===== config.mk =====
export PLATFORM = sky130hd
export DESIGN_NAME = hssg_gate
export DESIGN_NICKNAME = d
export VERILOG_FILES = /design/src/hw/hssg_pkg.sv /design/src/hw/hssg_decoder.sv /design/src/hw/hssg_sync2.sv /design/src/hw/hssg_gate.sv
export VERILOG_INCLUDE_DIRS = /design/src /design/src/hw
export SDC_FILE = /design/constraint.sdc
export NUM_CORES = 1
export LEC_CHECK = 0
export ABC_AREA = 1
export ABC_CLOCK_PERIOD_IN_PS = 6600
export BUFFER_PORTS_ARGS = -buffer_cell sky130_fd_sc_hd__buf_4
export CAP_MARGIN = 0
export CORE_ASPECT_RATIO = 0.5
export CORE_MARGIN = 3
export CORE_UTILIZATION = 51
export DETAILED_ROUTE_END_ITERATION = 8
export PLACE_DENSITY = 0.72
export SLEW_MARGIN = 5
export SYNTH_ARGS = -nofsm -noshare
export SYNTH_HDL_FRONTEND = slang
export SYNTH_SLANG_ARGS = --single-unit
export TNS_END_PERCENT = 1

===== constraint.sdc =====
create_clock -name clk -period 6.6 [get_ports clk]
set_clock_uncertainty 0.15 [all_clocks]
set_input_delay 0.99 -clock clk [delete_from_list [all_inputs] [get_ports clk]]
set_output_delay 0.99 -clock clk [all_outputs]
set_load 0.02 [all_outputs]

===== src/hw/hssg_cfg.svh =====
// Constants of the host service state gate: command codes, state codes, timing.
// Assumes inclusion by the package and the design modules; definitions only.
`ifndef HSSG_CFG_SVH
`define HSSG_CFG_SVH

`define HSSG_CMD_RESET        8'h01
`define HSSG_CMD_STATE        8'h02
`define HSSG_CMD_SET_BUSY     8'h03
`define HSSG_CMD_QUIT_BUSY    8'h04
`define HSSG_CMD_BUSMON       8'h05
`define HSSG_CMD_OFFSET_LO    8'h08
`define HSSG_CMD_OFFSET_HI    8'h0c
`define HSSG_CMD_SYS_STAT     8'h0d
`define HSSG_CMD_HALT         8'h0e
`define HSSG_CMD_LEAVE_HALT   8'h0f
`define HSSG_CMD_ACK_LO       8'h10
`define HSSG_CMD_ACK_HI       8'h17
`define HSSG_CMD_CONF_LO      8'h18
`define HSSG_CMD_CONF_HI      8'h1f
`define HSSG_CMD_IWR_LO       8'h28
`define HSSG_CMD_IWR_HI       8'h2b
`define HSSG_CMD_IRD_LO       8'h38
`define HSSG_CMD_IRD_HI       8'h3b
`define HSSG_CMD_END_LO       8'h47
`define HSSG_CMD_END_HI       8'h7f
`define HSSG_CMD_START        8'h80
`define HSSG_CMD_CONT_LO      8'h81
`define HSSG_CMD_CONT_HI      8'hbf
`define HSSG_CMD_POLL_LO      8'he0
`define HSSG_CMD_POLL_HI      8'hee
`define HSSG_CMD_SET_ADDR     8'hf1
`define HSSG_CMD_SET_RETRY    8'hf2

`define HSSG_CODE_POWER_UP    2'h0
`define HSSG_CODE_SYNC        2'h1
`define HSSG_CODE_STOP        2'h2
`define HSSG_CODE_NORMAL      2'h3

`define HSSG_LEN_ONE          3'h1
`define HSSG_LEN_TWO          3'h2
`define HSSG_LEN_FOUR         3'h4

`define HSSG_SILENCE_BITS     40
`define HSSG_BIT_NS           104167
`define HSSG_CLK_NS           20
`define HSSG_OFFSET_IDX_MSB   2

`endif


===== src/hw/hssg_pkg.sv =====
// Types of the host service state gate.
// Assumes the constants header is on the include path.
`include "hssg_cfg.svh"

package hssg_pkg;

  typedef enum logic [4:0] {
    HSSG_ST_RESET    = 5'h01,
    HSSG_ST_POWER_UP = 5'h02,
    HSSG_ST_SYNC     = 5'h04,
    HSSG_ST_STOP     = 5'h08,
    HSSG_ST_NORMAL   = 5'h10
  } hssg_state_t;

  typedef enum logic [1:0] {
    HSSG_ACT_EXECUTE = 2'h0,
    HSSG_ACT_IGNORE  = 2'h1,
    HSSG_ACT_REJECT  = 2'h2
  } hssg_action_t;

  // Decoded service classes
  typedef enum logic [4:0] {
    HSSG_SVC_RESET, HSSG_SVC_STATE, HSSG_SVC_SET_BUSY, HSSG_SVC_QUIT_BUSY,
    HSSG_SVC_BUSMON, HSSG_SVC_SET_ADDR, HSSG_SVC_SET_RETRY, HSSG_SVC_OFFSET,
    HSSG_SVC_SYS_STAT, HSSG_SVC_HALT, HSSG_SVC_LEAVE_HALT, HSSG_SVC_ACK,
    HSSG_SVC_CONF, HSSG_SVC_IWR, HSSG_SVC_IRD, HSSG_SVC_START, HSSG_SVC_CONT,
    HSSG_SVC_END, HSSG_SVC_POLL, HSSG_SVC_UNKNOWN
  } hssg_service_t;

  typedef struct packed {
    hssg_service_t service;
    logic [2:0]    length;
  } hssg_decode_t;

  // One completed command handed to the user side
  typedef struct packed {
    hssg_service_t service;
    logic [7:0]    control;
    logic [7:0]    arg1;
    logic [7:0]    arg2;
    logic [7:0]    arg3;
  } hssg_command_t;

  typedef struct packed {
    logic bus_ok;
    logic filter_ok;
    logic xtal_ok;
  } hssg_supply_t;

endpackage


===== src/hw/hssg_decoder.sv =====
// Control-byte decoder: service class and total byte count of a command.
// Assumes a stable control byte; purely combinational.
`timescale 1ns/10ps

module hssg_decoder
  import hssg_pkg::*;
(
  // Control byte in
  input  wire logic [7:0] control,
  // Decoded service out
  output hssg_decode_t    decoded
);

  always_comb
  begin
    decoded.length  = `HSSG_LEN_ONE;
    decoded.service = HSSG_SVC_UNKNOWN;
    if (control == `HSSG_CMD_RESET)
      decoded.service = HSSG_SVC_RESET;
    else if (control == `HSSG_CMD_STATE)
      decoded.service = HSSG_SVC_STATE;
    else if (control == `HSSG_CMD_SET_BUSY)
      decoded.service = HSSG_SVC_SET_BUSY;
    else if (control == `HSSG_CMD_QUIT_BUSY)
      decoded.service = HSSG_SVC_QUIT_BUSY;
    else if (control == `HSSG_CMD_BUSMON)
      decoded.service = HSSG_SVC_BUSMON;
    else if (control >= `HSSG_CMD_OFFSET_LO && control <= `HSSG_CMD_OFFSET_HI)
      decoded.service = HSSG_SVC_OFFSET;
    else if (control == `HSSG_CMD_SYS_STAT)
      decoded.service = HSSG_SVC_SYS_STAT;
    else if (control == `HSSG_CMD_HALT)
      decoded.service = HSSG_SVC_HALT;
    else if (control == `HSSG_CMD_LEAVE_HALT)
      decoded.service = HSSG_SVC_LEAVE_HALT;
    else if (control >= `HSSG_CMD_ACK_LO && control <= `HSSG_CMD_ACK_HI)
      decoded.service = HSSG_SVC_ACK;
    else if (control >= `HSSG_CMD_CONF_LO && control <= `HSSG_CMD_CONF_HI)
      decoded.service = HSSG_SVC_CONF;
    else if (control >= `HSSG_CMD_IWR_LO && control <= `HSSG_CMD_IWR_HI)
    begin
      decoded.service = HSSG_SVC_IWR;
      decoded.length  = `HSSG_LEN_TWO;
    end
    else if (control >= `HSSG_CMD_IRD_LO && control <= `HSSG_CMD_IRD_HI)
      decoded.service = HSSG_SVC_IRD;
    else if (control >= `HSSG_CMD_END_LO && control <= `HSSG_CMD_END_HI)
    begin
      decoded.service = HSSG_SVC_END;
      decoded.length  = `HSSG_LEN_TWO;
    end
    else if (control == `HSSG_CMD_START)
    begin
      decoded.service = HSSG_SVC_START;
      decoded.length  = `HSSG_LEN_TWO;
    end
    else if (control >= `HSSG_CMD_CONT_LO && control <= `HSSG_CMD_CONT_HI)
    begin
      decoded.service = HSSG_SVC_CONT;
      decoded.length  = `HSSG_LEN_TWO;
    end
    else if (control >= `HSSG_CMD_POLL_LO && control <= `HSSG_CMD_POLL_HI)
    begin
      decoded.service = HSSG_SVC_POLL;
      decoded.length  = `HSSG_LEN_FOUR;
    end
    else if (control == `HSSG_CMD_SET_ADDR)
    begin
      decoded.service = HSSG_SVC_SET_ADDR;
      decoded.length  = `HSSG_LEN_FOUR;
    end
    else if (control == `HSSG_CMD_SET_RETRY)
    begin
      decoded.service = HSSG_SVC_SET_RETRY;
      decoded.length  = `HSSG_LEN_FOUR;
    end
  end

endmodule


===== src/hw/hssg_sync2.sv =====
// Two-flop synchroniser for a vector of asynchronous levels.
// Assumes inputs are quasi-static levels; no multi-bit coherence implied.
`timescale 1ns/10ps

module hssg_sync2
  import hssg_pkg::*;
#(
  parameter int WIDTH = 1
)
(
  // Clock and reset
  input  wire logic             clk,
  input  wire logic             rst,
  // Levels
  input  wire logic [WIDTH-1:0] async_in,
  output logic      [WIDTH-1:0] sync_out
);

  logic [WIDTH-1:0] stage_reg;

  initial
  begin
    if (WIDTH < 1)
      $error("hssg_sync2: WIDTH must be at least 1");
  end

  always_ff @(posedge clk)
  begin
    if (rst)
    begin
      stage_reg <= '0;
      sync_out  <= '0;
    end
    else
    begin
      stage_reg <= async_in;
      sync_out  <= stage_reg;
    end
  end

endmodule


===== src/hw/hssg_gate.sv =====
// Host service state gate: operating-state machine and command acceptance.
// Assumes host bytes arrive already deframed as one-cycle strobes on clk.
// Supervision flags and bus line are asynchronous pins and are synchronised here.
//
// Function
// Power-on or a host reset request puts the gate in reset, where it clears all features and discards every service.
// After reset, or on any supply or crystal fault, the gate sits in power-up, forbids bus traffic and reports code 00.
// Sync waits for at least 40 bit times of bus silence, with the receiver on but nothing forwarded, and reports 01.
// Stop suspends bus reception so the host can configure safely, and reports code 10.
// Normal permits bus communication and reports code 11.
// While the reset output is high, a system-status query is answered with a report carrying the state code.
// An ignored service is neither executed nor answered.
// A rejected service is not executed and raises a protocol error in the state indication.
// Acknowledge and frame first, middle and last byte requests are rejected outside normal; under bus monitor the code ignores them instead.
// Bus monitor is a flag over the underlying state, which keeps being tracked.
// Under bus monitor only reset, halt, leave-halt, internal write and internal read are executed.
// Halt is ignored only in stop; leave-halt is executed only in stop or under bus monitor.
// Codes 01 to 05 decode as reset, state, assert-busy, release-busy and bus-monitor, none of them bus traffic.
// Set-address is F1 plus high, low and a spare byte, acted on only once all four are in.
// Codes 08 to 0C are the frame index offset with index in the low three bits; 0D is the status query.
// Leaving stop goes through sync before normal.
// Power-up moves to sync once all supervision is healthy and back on any flag drop.
`timescale 1ns/10ps

module hssg_gate
  import hssg_pkg::*;
#(
  parameter int SILENCE_CYCLES = (`HSSG_SILENCE_BITS * `HSSG_BIT_NS + `HSSG_CLK_NS - 1)
                                 / `HSSG_CLK_NS
)
(
  // Clock and reset
  input  wire logic          clk,
  input  wire logic          rst,
  // Host byte stream
  input  wire logic          host_byte_valid,
  input  wire logic [7:0]    host_byte,
  // Supervision pins and bus line
  input  wire logic          bus_voltage_ok,
  input  wire logic          filter_voltage_ok,
  input  wire logic          xtal_ok,
  input  wire logic          bus_line_idle,
  // Executed command out
  output logic               cmd_valid,
  output hssg_command_t      cmd,
  // Answers to host
  output logic               system_status_report,
  output logic               state_report,
  output logic [1:0]         state_code,
  output logic               protocol_error,
  // Status levels
  output logic               reset_out_n,
  output logic               bus_comm_enable,
  output logic               rx_forward_enable,
  output logic               bus_monitor,
  output logic               busy,
  output logic [15:0]        own_address,
  output logic [7:0]         retry_count,
  output logic [2:0]         frame_index_offset
);

  hssg_state_t   state_reg;
  hssg_state_t   state_next;
  hssg_supply_t  supply_sync;
  logic          line_idle_sync;
  logic [$clog2(SILENCE_CYCLES+1)-1:0] silence_reg;
  logic          silence_done;
  logic [2:0]    count_reg;
  logic [2:0]    need_reg;
  hssg_command_t collect_reg;
  hssg_decode_t  decoded;
  hssg_action_t  action;
  logic          supply_ok;
  logic          cmd_done;
  hssg_command_t cmd_now;
  logic          exec;
  logic          reject;

  initial
  begin
    if (SILENCE_CYCLES < 1)
      $error("hssg_gate: SILENCE_CYCLES must be at least 1");
  end

  hssg_sync2 #(.WIDTH(4)) u_sync
  (
    .clk      (clk),
    .rst      (rst),
    .async_in ({bus_voltage_ok, filter_voltage_ok, xtal_ok, bus_line_idle}),
    .sync_out ({supply_sync, line_idle_sync})
  );

  hssg_decoder u_decoder
  (
    .control (collect_reg.control),
    .decoded (decoded)
  );

  assign supply_ok    = supply_sync.bus_ok & supply_sync.filter_ok & supply_sync.xtal_ok;
  assign silence_done = (silence_reg == ($bits(silence_reg))'(SILENCE_CYCLES));

  // Byte collection: control byte first, then arguments
  // Count is cleared only on completion or in reset, so a cut command stalls here
  always_ff @(posedge clk)
  begin
    if (rst || state_reg == HSSG_ST_RESET)
    begin
      count_reg   <= '0;
      collect_reg <= '0;
    end
    else if (host_byte_valid)
    begin
      if (count_reg == 3'h0)
        collect_reg.control <= host_byte;
      else if (count_reg == 3'h1)
        collect_reg.arg1 <= host_byte;
      else if (count_reg == 3'h2)
        collect_reg.arg2 <= host_byte;
      else
        collect_reg.arg3 <= host_byte;
      count_reg <= count_reg + 3'h1;
    end
    else if (cmd_done)
      count_reg <= '0;
  end

  // Completed once all bytes of the command are in
  always_comb
  begin
    cmd_now         = collect_reg;
    cmd_now.service = decoded.service;
    cmd_done        = (count_reg != 3'h0) && (count_reg >= decoded.length) && !host_byte_valid;
  end

  // Acceptance by state and bus-monitor overlay
  always_comb
  begin
    action = HSSG_ACT_EXECUTE;
    if (bus_monitor)
    begin
      unique case (decoded.service)
        HSSG_SVC_RESET, HSSG_SVC_HALT, HSSG_SVC_LEAVE_HALT, HSSG_SVC_IWR, HSSG_SVC_IRD:
          action = HSSG_ACT_EXECUTE;
        default:
          action = HSSG_ACT_IGNORE;
      endcase
    end
    else
    begin
      unique case (decoded.service)
        HSSG_SVC_ACK, HSSG_SVC_START, HSSG_SVC_CONT, HSSG_SVC_END:
          action = (state_reg == HSSG_ST_NORMAL) ? HSSG_ACT_EXECUTE : HSSG_ACT_REJECT;
        HSSG_SVC_HALT:
          action = (state_reg == HSSG_ST_STOP) ? HSSG_ACT_IGNORE : HSSG_ACT_EXECUTE;
        HSSG_SVC_LEAVE_HALT:
          action = (state_reg == HSSG_ST_STOP) ? HSSG_ACT_EXECUTE : HSSG_ACT_IGNORE;
        HSSG_SVC_UNKNOWN:
          action = HSSG_ACT_IGNORE;
        default:
          action = HSSG_ACT_EXECUTE;
      endcase
    end
  end

  assign exec = cmd_done && (action == HSSG_ACT_EXECUTE) && (state_reg != HSSG_ST_RESET);

  assign reject = cmd_done && (action == HSSG_ACT_REJECT) && (state_reg != HSSG_ST_RESET);

  // Bus silence counter, runs only in sync
  // Saturates so a long idle spell cannot wrap back to zero
  always_ff @(posedge clk)
  begin
    if (rst || state_reg != HSSG_ST_SYNC || !line_idle_sync)
      silence_reg <= '0;
    else if (!silence_done)
      silence_reg <= silence_reg + 1'b1;
  end

  // Operating state
  always_comb
  begin
    state_next = state_reg;
    unique case (state_reg)
      HSSG_ST_RESET:
        state_next = HSSG_ST_POWER_UP;
      HSSG_ST_POWER_UP:
        if (supply_ok)
          state_next = HSSG_ST_SYNC;
      HSSG_ST_SYNC:
        if (silence_done)
          state_next = HSSG_ST_NORMAL;
      HSSG_ST_STOP:
        if (exec && decoded.service == HSSG_SVC_LEAVE_HALT)
          state_next = HSSG_ST_SYNC;
      HSSG_ST_NORMAL:
        state_next = HSSG_ST_NORMAL;
      default:
        state_next = HSSG_ST_RESET;
    endcase
    // Later overrides win: host reset over supply fault over halt
    if (state_reg != HSSG_ST_RESET && exec && decoded.service == HSSG_SVC_HALT)
      state_next = HSSG_ST_STOP;
    if (state_reg != HSSG_ST_RESET && !supply_ok)
      state_next = HSSG_ST_POWER_UP;
    if (exec && decoded.service == HSSG_SVC_RESET)
      state_next = HSSG_ST_RESET;
  end

  always_ff @(posedge clk)
  begin
    if (rst)
      state_reg <= HSSG_ST_RESET;
    else
      state_reg <= state_next;
  end

  // Bus-monitor overlay, kept apart from the state
  always_ff @(posedge clk)
  begin
    if (rst || state_reg == HSSG_ST_RESET)
      bus_monitor <= 1'b0;
    else if (exec && decoded.service == HSSG_SVC_BUSMON)
      bus_monitor <= 1'b1;
    else if (exec && decoded.service == HSSG_SVC_LEAVE_HALT && bus_monitor)
      bus_monitor <= 1'b0;
  end

  // Features set by internal commands
  always_ff @(posedge clk)
  begin
    if (rst || state_reg == HSSG_ST_RESET)
    begin
      busy               <= 1'b0;
      own_address        <= '0;
      retry_count        <= '0;
      frame_index_offset <= '0;
    end
    else if (exec)
    begin
      if (decoded.service == HSSG_SVC_SET_BUSY)
        busy <= 1'b1;
      if (decoded.service == HSSG_SVC_QUIT_BUSY)
        busy <= 1'b0;
      if (decoded.service == HSSG_SVC_SET_ADDR)
        own_address <= {collect_reg.arg1, collect_reg.arg2};
      if (decoded.service == HSSG_SVC_SET_RETRY)
        retry_count <= collect_reg.arg1;
      if (decoded.service == HSSG_SVC_OFFSET)
        frame_index_offset <= collect_reg.control[`HSSG_OFFSET_IDX_MSB:0];
    end
  end

  // Answers: executed command, status report, state indication
  always_ff @(posedge clk)
  begin
    if (rst)
    begin
      cmd_valid            <= 1'b0;
      cmd                  <= '0;
      system_status_report <= 1'b0;
      state_report         <= 1'b0;
      protocol_error       <= 1'b0;
    end
    else
    begin
      cmd_valid            <= exec;
      cmd                  <= exec ? cmd_now : cmd;
      system_status_report <= exec && reset_out_n
                              && decoded.service == HSSG_SVC_SYS_STAT;
      state_report         <= (exec && decoded.service == HSSG_SVC_STATE)
                              || (cmd_done && action == HSSG_ACT_REJECT
                                  && state_reg != HSSG_ST_RESET);
      // Sticky until a state request reads it out, or reset clears it
      if (reject)
        protocol_error <= 1'b1;
      else if (exec && decoded.service == HSSG_SVC_STATE)
        protocol_error <= 1'b0;
      else if (state_reg == HSSG_ST_RESET)
        protocol_error <= 1'b0;
    end
  end

  // Level outputs derived from the state
  // Taken from state_next so each output is a flop yet in step with the state
  always_ff @(posedge clk)
  begin
    if (rst)
    begin
      reset_out_n       <= 1'b0;
      state_code        <= `HSSG_CODE_POWER_UP;
      bus_comm_enable   <= 1'b0;
      rx_forward_enable <= 1'b0;
    end
    else
    begin
      reset_out_n       <= (state_next != HSSG_ST_RESET);
      bus_comm_enable   <= (state_next == HSSG_ST_NORMAL);
      rx_forward_enable <= (state_next == HSSG_ST_NORMAL);
      unique case (state_next)
        HSSG_ST_SYNC:   state_code <= `HSSG_CODE_SYNC;
        HSSG_ST_STOP:   state_code <= `HSSG_CODE_STOP;
        HSSG_ST_NORMAL: state_code <= `HSSG_CODE_NORMAL;
        default:        state_code <= `HSSG_CODE_POWER_UP;
      endcase
    end
  end

endmodule


[After elaboration in Yosys (flattened, before gate mapping)]
Index checks and enable logic that the tools add are counted.
Operators by class
  bitwise logic cells: 5
  $add $sub $neg: 2
  magnitude comparators: 17
  reduce and logical (&&, ||, !) cells: 49
  eq/ne operators: 43
  muxes and demuxes: 54
Operators by type and width (number)
  $mux W5: 18
  $mux W8: 7
  $eq A5 B4 Y1 const B: 9
  $mux W3: 14
  $eq A5 B3 Y1 const B: 6
  $eq A5 B5 Y1 const B: 5
  $pmux W5 S5: 1
  $eq A8 B4 Y1 const B: 3
  $eq A8 B8 Y1 const B: 3
  $logic_and A1 B1 Y1: 24
  $add A18 B1 Y18 const B: 1
  $eq A18 B18 Y1 const B: 1
  $eq A8 B2 Y1 const B: 2
  $eq A8 B3 Y1 const B: 2
  $ge A8 B5 Y1 const B: 2
  $ge A8 B6 Y1 const B: 2
  $ge A8 B8 Y1 const B: 2
  $le A8 B5 Y1 const B: 2
  $le A8 B6 Y1 const B: 2
  $le A8 B8 Y1 const B: 2
  $eq A5 B2 Y1 const B: 3
  $eq A5 B1 Y1 const B: 2
  $mux W1: 10
  $ne A5 B1 Y1 const B: 2
  28 further kinds: 45
Word-level totals
  output and inout bits: 75
  input bits: 15
  flip-flop bits (word level): 140
  word-level logic and storage cells: 196

[Longest topological paths before layout]
  depth after elaboration: 35
  gate-level depth with buffers: 24
  mapped depth without buffers: 24

[Hierarchy]
From an unflattened synthesis, not the netlist that was laid out.
Second synthesis, totals
  cell total of the unflattened synthesis: 852
  area, all modules: 6212.2 um^2
Modules (own cells, without submodules)
  hssg_gate: sequential area each 2642.5 um^2, instances 1, cells each 739, area each 5571.6 um^2
  hssg_decoder: sequential area each 0.0 um^2, instances 1, cells each 88, area each 409.1 um^2
  hssg_sync2: sequential area each 160.2 um^2, instances 1, cells each 25, area each 231.5 um^2

[Worst setup path after synthesis]
No wires, ideal clock.
  kind: reg-to-reg
  start: register, netlist name cmd_now[27]
  end: register own_address[10]
  library setup time: 138 ps
  slack: 3540 ps
  path buffers: 1
  cell stages (with the launch flop): 25
  data arrival time: 2772 ps
  period minus slack after synthesis: 3060 ps
  data required time: 6312 ps
  path through: dfxtp_1 inv_2 nand2_1 nor2_1 nand2_1 nand2_1 nor2_1 and2_1 ha_1 inv_1 nand2_1 a21oi_1 nor2_1 o21ai_0 nor2_1 inv_1 nor2_1 inv_1 nor2_2 nand2_4 nor2_8 inv_2 buf_4 nand2_1 a21oi_2
On the way
  longest elaborated chain between the ends: 28
  elaborated cells on any way between the ends: 89
  classes of those cells: 17 x order compare; 21 x eq/ne; 34 x mux; 17 x reduce/logical
RTL lines
  branches (longest 27 deep; another with $ge A8 B8 Y1)
  $reduce_and A2 Y1 (no line) (*)
  to (signal assigned): line hssg_gate.sv:245  | own_address <= {collect_reg.arg1, collect_reg.arg2};
  to (decl): line hssg_gate.sv:57  | output logic [15:0] own_address,
Every way passes the cells marked *.
A chain may end at the register's enable or synchronous reset.

[Worst setup path after layout]
  start: register, netlist name cmd_now[25]
  end: register own_address[13]
On the way
  longest elaborated chain between the ends: 28
  elaborated cells on any way between the ends: 89
  classes of those cells: 17 x order compare; 21 x eq/ne; 34 x mux; 17 x reduce/logical
RTL lines
  branches (longest 27 deep; another with $ge A8 B8 Y1)
  $reduce_and A2 Y1 (no line) (*)
Marked as above.

==> summary.md <==
| Metric | Value |
|---|---|
| GRT overflow | 0 |
| Max VDD drop | 163 uV |
| Share of the yosys chip area belonging to registers | 0.475 |
| First drt pass iteration count | 6 |
| RSZ-0062 raised after global routing | false |
| Outcome | finished clean |
| H-tree depth | 4 |
| Drt initial violations | 428 |
| HPWL Detailed | 10400 um |
| Syn Area/Cell | 7.29 um2 |
| Max-cap violations | 0 |
| FF/Latch Area | 2800 um2 |
| Clk sinks | 140 |
| Leakage | 3.02 nW |
| Comb power frac | 0.066 |
| Maximum buffer depth of the clock tree | 2 |
| Die Y | 82.1 um |
| GP Congestion | 0.953 |
| CP Capture Type | flip-flop |
| Sequential power share | 0.443 |
| Yosys warning count | 0 |
| Startpoint types | flip-flop |
| List of most frequent post-synthesis cells | nand2_1 (218), dfxtp_1 (140), a21oi_1 (107) |
| First-pass GRT wire length | 24500 um |
| Least-Margin Pin Slew | 667 ps |
| Top Ports | 90 |
| Arr. time, crit path | 4080 ps |
| Nets | 919 |
| Via density | 5.27 |
| Sw Share | 0.266 |
| DRC Markers | 0 |
| Area of the multi-input gates | 2650 um2 |
| Share of post-route cells with drive strength above 1 | 0.186 |
| Hold Buf Count CTS | 0 |
| Synth Area in Compound Gates | 0.142 |
| Clk slew on worst S/H paths | 60 ps |
| Setup violations, final | 0 |
| Initial Util | 0.529 |
| Synth Cell Area | 5900 um2 |
| Number of global-route vias before repair | 5077 |
| Cells after synthesis | 810 |
| Initial antenna violation count | 0 |
| Pre-CTS setup slack | 2700 ps |
| P_int | 1.44 mW |
| Post-synth EDFFs | 0 |
| Clock group share of total power | 0.490 |
| Worst Hold Slack | 247 ps |
| Distinct cells, synth | 36 |
| Final Hold Viols | 0 |
| Final WL | 15200 um |
| Post-synthesis xor/xnor area fraction | 0.00148 |
| Setup TNS | 0 ps |
| WL per Instance | 14.4 um |
| Type of the worst setup path | reg -> reg |
| Switch Pwr | 0.520 mW |
| Fin. max-slew vios | 0 |
| Die X | 158 um |
| Largest family of logic cells by synthesized area | simple AND/OR/NAND/NOR gates |
| Core region area | 11100 um2 |
| Post-CTS Setup Inserts | 0 |
| Non-filler instance count after layout | 1053 |
| Filler cells | 996 |
| Post-synthesis simple-gate area fraction | 0.287 |
| Setup ws final | 2650 ps |
| Hold Crit Class | reg -> reg |
| CTS tree | built |
| PostCTS Resize Cnt | 0 |
| Vias | 5552 |
| Pin count of the biggest net entering global routing | 54 |
| Final ANT Viol Nets | 0 |
| Crit-path max FO | 37 |
| Dpl cells | 1021 |
| Design Area, Final | 7240 um2 |
| Ranking of synthesized cells by area | dfxtp_1 (47%), nand2_1 (14%), a21oi_1 (9.1%) |
| Root buffer cell | clkbuf_16 |
| Post-Synth Adder-Cell Area | 0.0191 |
| Mapped Nets | 834 |
| Post-synth ARST share | 0 |
| Skew-Pair Late Insertion Delay | 420 ps |
| Power per Cell Area | 270 nW/um2 |
| Antenna cells | 0 |
| Proportion of synthesized area in mux cells | 0 |
| Max reg flops | 37 |
| Synth Flop Type | dfxtp_1 |
| Fmax | 253 MHz |
| Final period util | 0.599 |
| Worst Path Required | 6730 ps |
| Layout area overhead | 22.7% |
| CTS Buf Count | 17 |
| Number of port buffers | 89 |
| DP Area | 6650 um2 |
| Seq cells post-synth | 140 |
| Post-synth top area share | 0.475 |
| GRT Total Usage | 0.238 |
| Relative slew slack | 0.552 |
| Die ar. | 13000 um2 |
| Hold Crit Depth | 2 |
| Rows | 27 |
| R2R depth | 22 |
| Most frequent cell after synthesis | nand2_1 |
| Final min period | 3950 ps |
| Biggest area consumer among synthesized cells | dfxtp_1 |
==> stage by stage <==
step,power [mW],util
2_1_floorplan,0.974,-
5_1_grt,2.02,0.650
3_3_place_gp,1.01,0.597
6_report,1.96,0.650
4_1_cts,1.96,0.650
3_5_place_dp,1.01,0.597
==> layout make-up <==
type / count / area share
Timing Repair Buffer: 93 / 0.0964
Inverter: 84 / 0.0439
Sequential cell: 140 / 0.387
Tap cell: 145 / 0.0250
Multi-Input combinational cell: 559 / 0.366
Clock buffer: 17 / 0.0587
Clock inverter: 15 / 0.0231
==> cells in the final DEF (no fill, tap or decap), types with 5 or more instances in the layout <==
master       n
nand2_1    218
dfxtp_1    140
a21oi_1    107
buf_4       93
nor2_1      82
inv_1       71
nand3_1     29
o21ai_0     27
nand4_1     20
clkbuf_16   17
nor3_1      13
nand2_2     12
a21oi_2     10
inv_2        9
ha_1         9
nor4_1       7
nor2_2       6
inv_8        5
inv_6        5
==> power groups by stage <==
stage | registers [mW] | logic [mW] | clock network (mW)
final | 0.867 | 0.130 | 0.959
after global routing | 0.868 | 0.144 | 1.01
after floorplan | 0.886 | 0.0877 | 0
after detailed placement | 0.886 | 0.128 | 0
after global placement | 0.885 | 0.127 | 0
after CTS | 0.867 | 0.129 | 0.968
==> cell families after synthesis <==
group / count (synthesis)
buffers and inverters: 111
AND/OR/NAND/NOR: 395
adder cells (fa/ha/maj): 9
XOR/XNOR: 1
flip-flops: 140
AO/OA/AOI/OAI: 154
==> critical path, cell delays in order, from the launching register on <==
cell and delay [ps]:
dfxtp_1 490, nand2_1 120, nor2_1 230, nand2_1 170, nand2_1 110, nor2_1 50
and2_1 160, ha_1 260, inv_1 30, nand2_1 50, a21oi_1 50, nor2_1 70
o21ai_0 130, nor2_1 130, inv_1 60, nor2_1 130, inv_1 70, nor2_2 250
nand2_4 330, nor2_8 370, inv_2 190, nand2_1 120, a21oi_2 50
==> routing by layer <==
| metal | GRT usage | wire length, um | vias to the layer above |
|---|---|---|---|
| li1 | - | - | 2791 |
| met1 | 0.315 | 7180 | 2551 |
| met2 | 0.387 | 6760 | 188 |
| met3 | 0.0616 | 1020 | 22 |
| met4 | 0.0747 | 210 | 0 |
| met5 | 0 | 0 | - |
==> final timing paths <==
check                                  from                            end  slack [ps]
min          u_sync.stage_reg[3]$_SDFF_PP0_  u_sync.sync_out[3]$_SDFF_PP0_         250
max                cmd_now[25]$_SDFFE_PP0P_   own_address[13]$_SDFFE_PP0P_        2650
max reg2reg        cmd_now[25]$_SDFFE_PP0P_   own_address[13]$_SDFFE_PP0P_        2650
min reg2reg  u_sync.stage_reg[3]$_SDFF_PP0_  u_sync.sync_out[3]$_SDFF_PP0_         250
No activity file was read; power rests on OpenSTA's default activity.
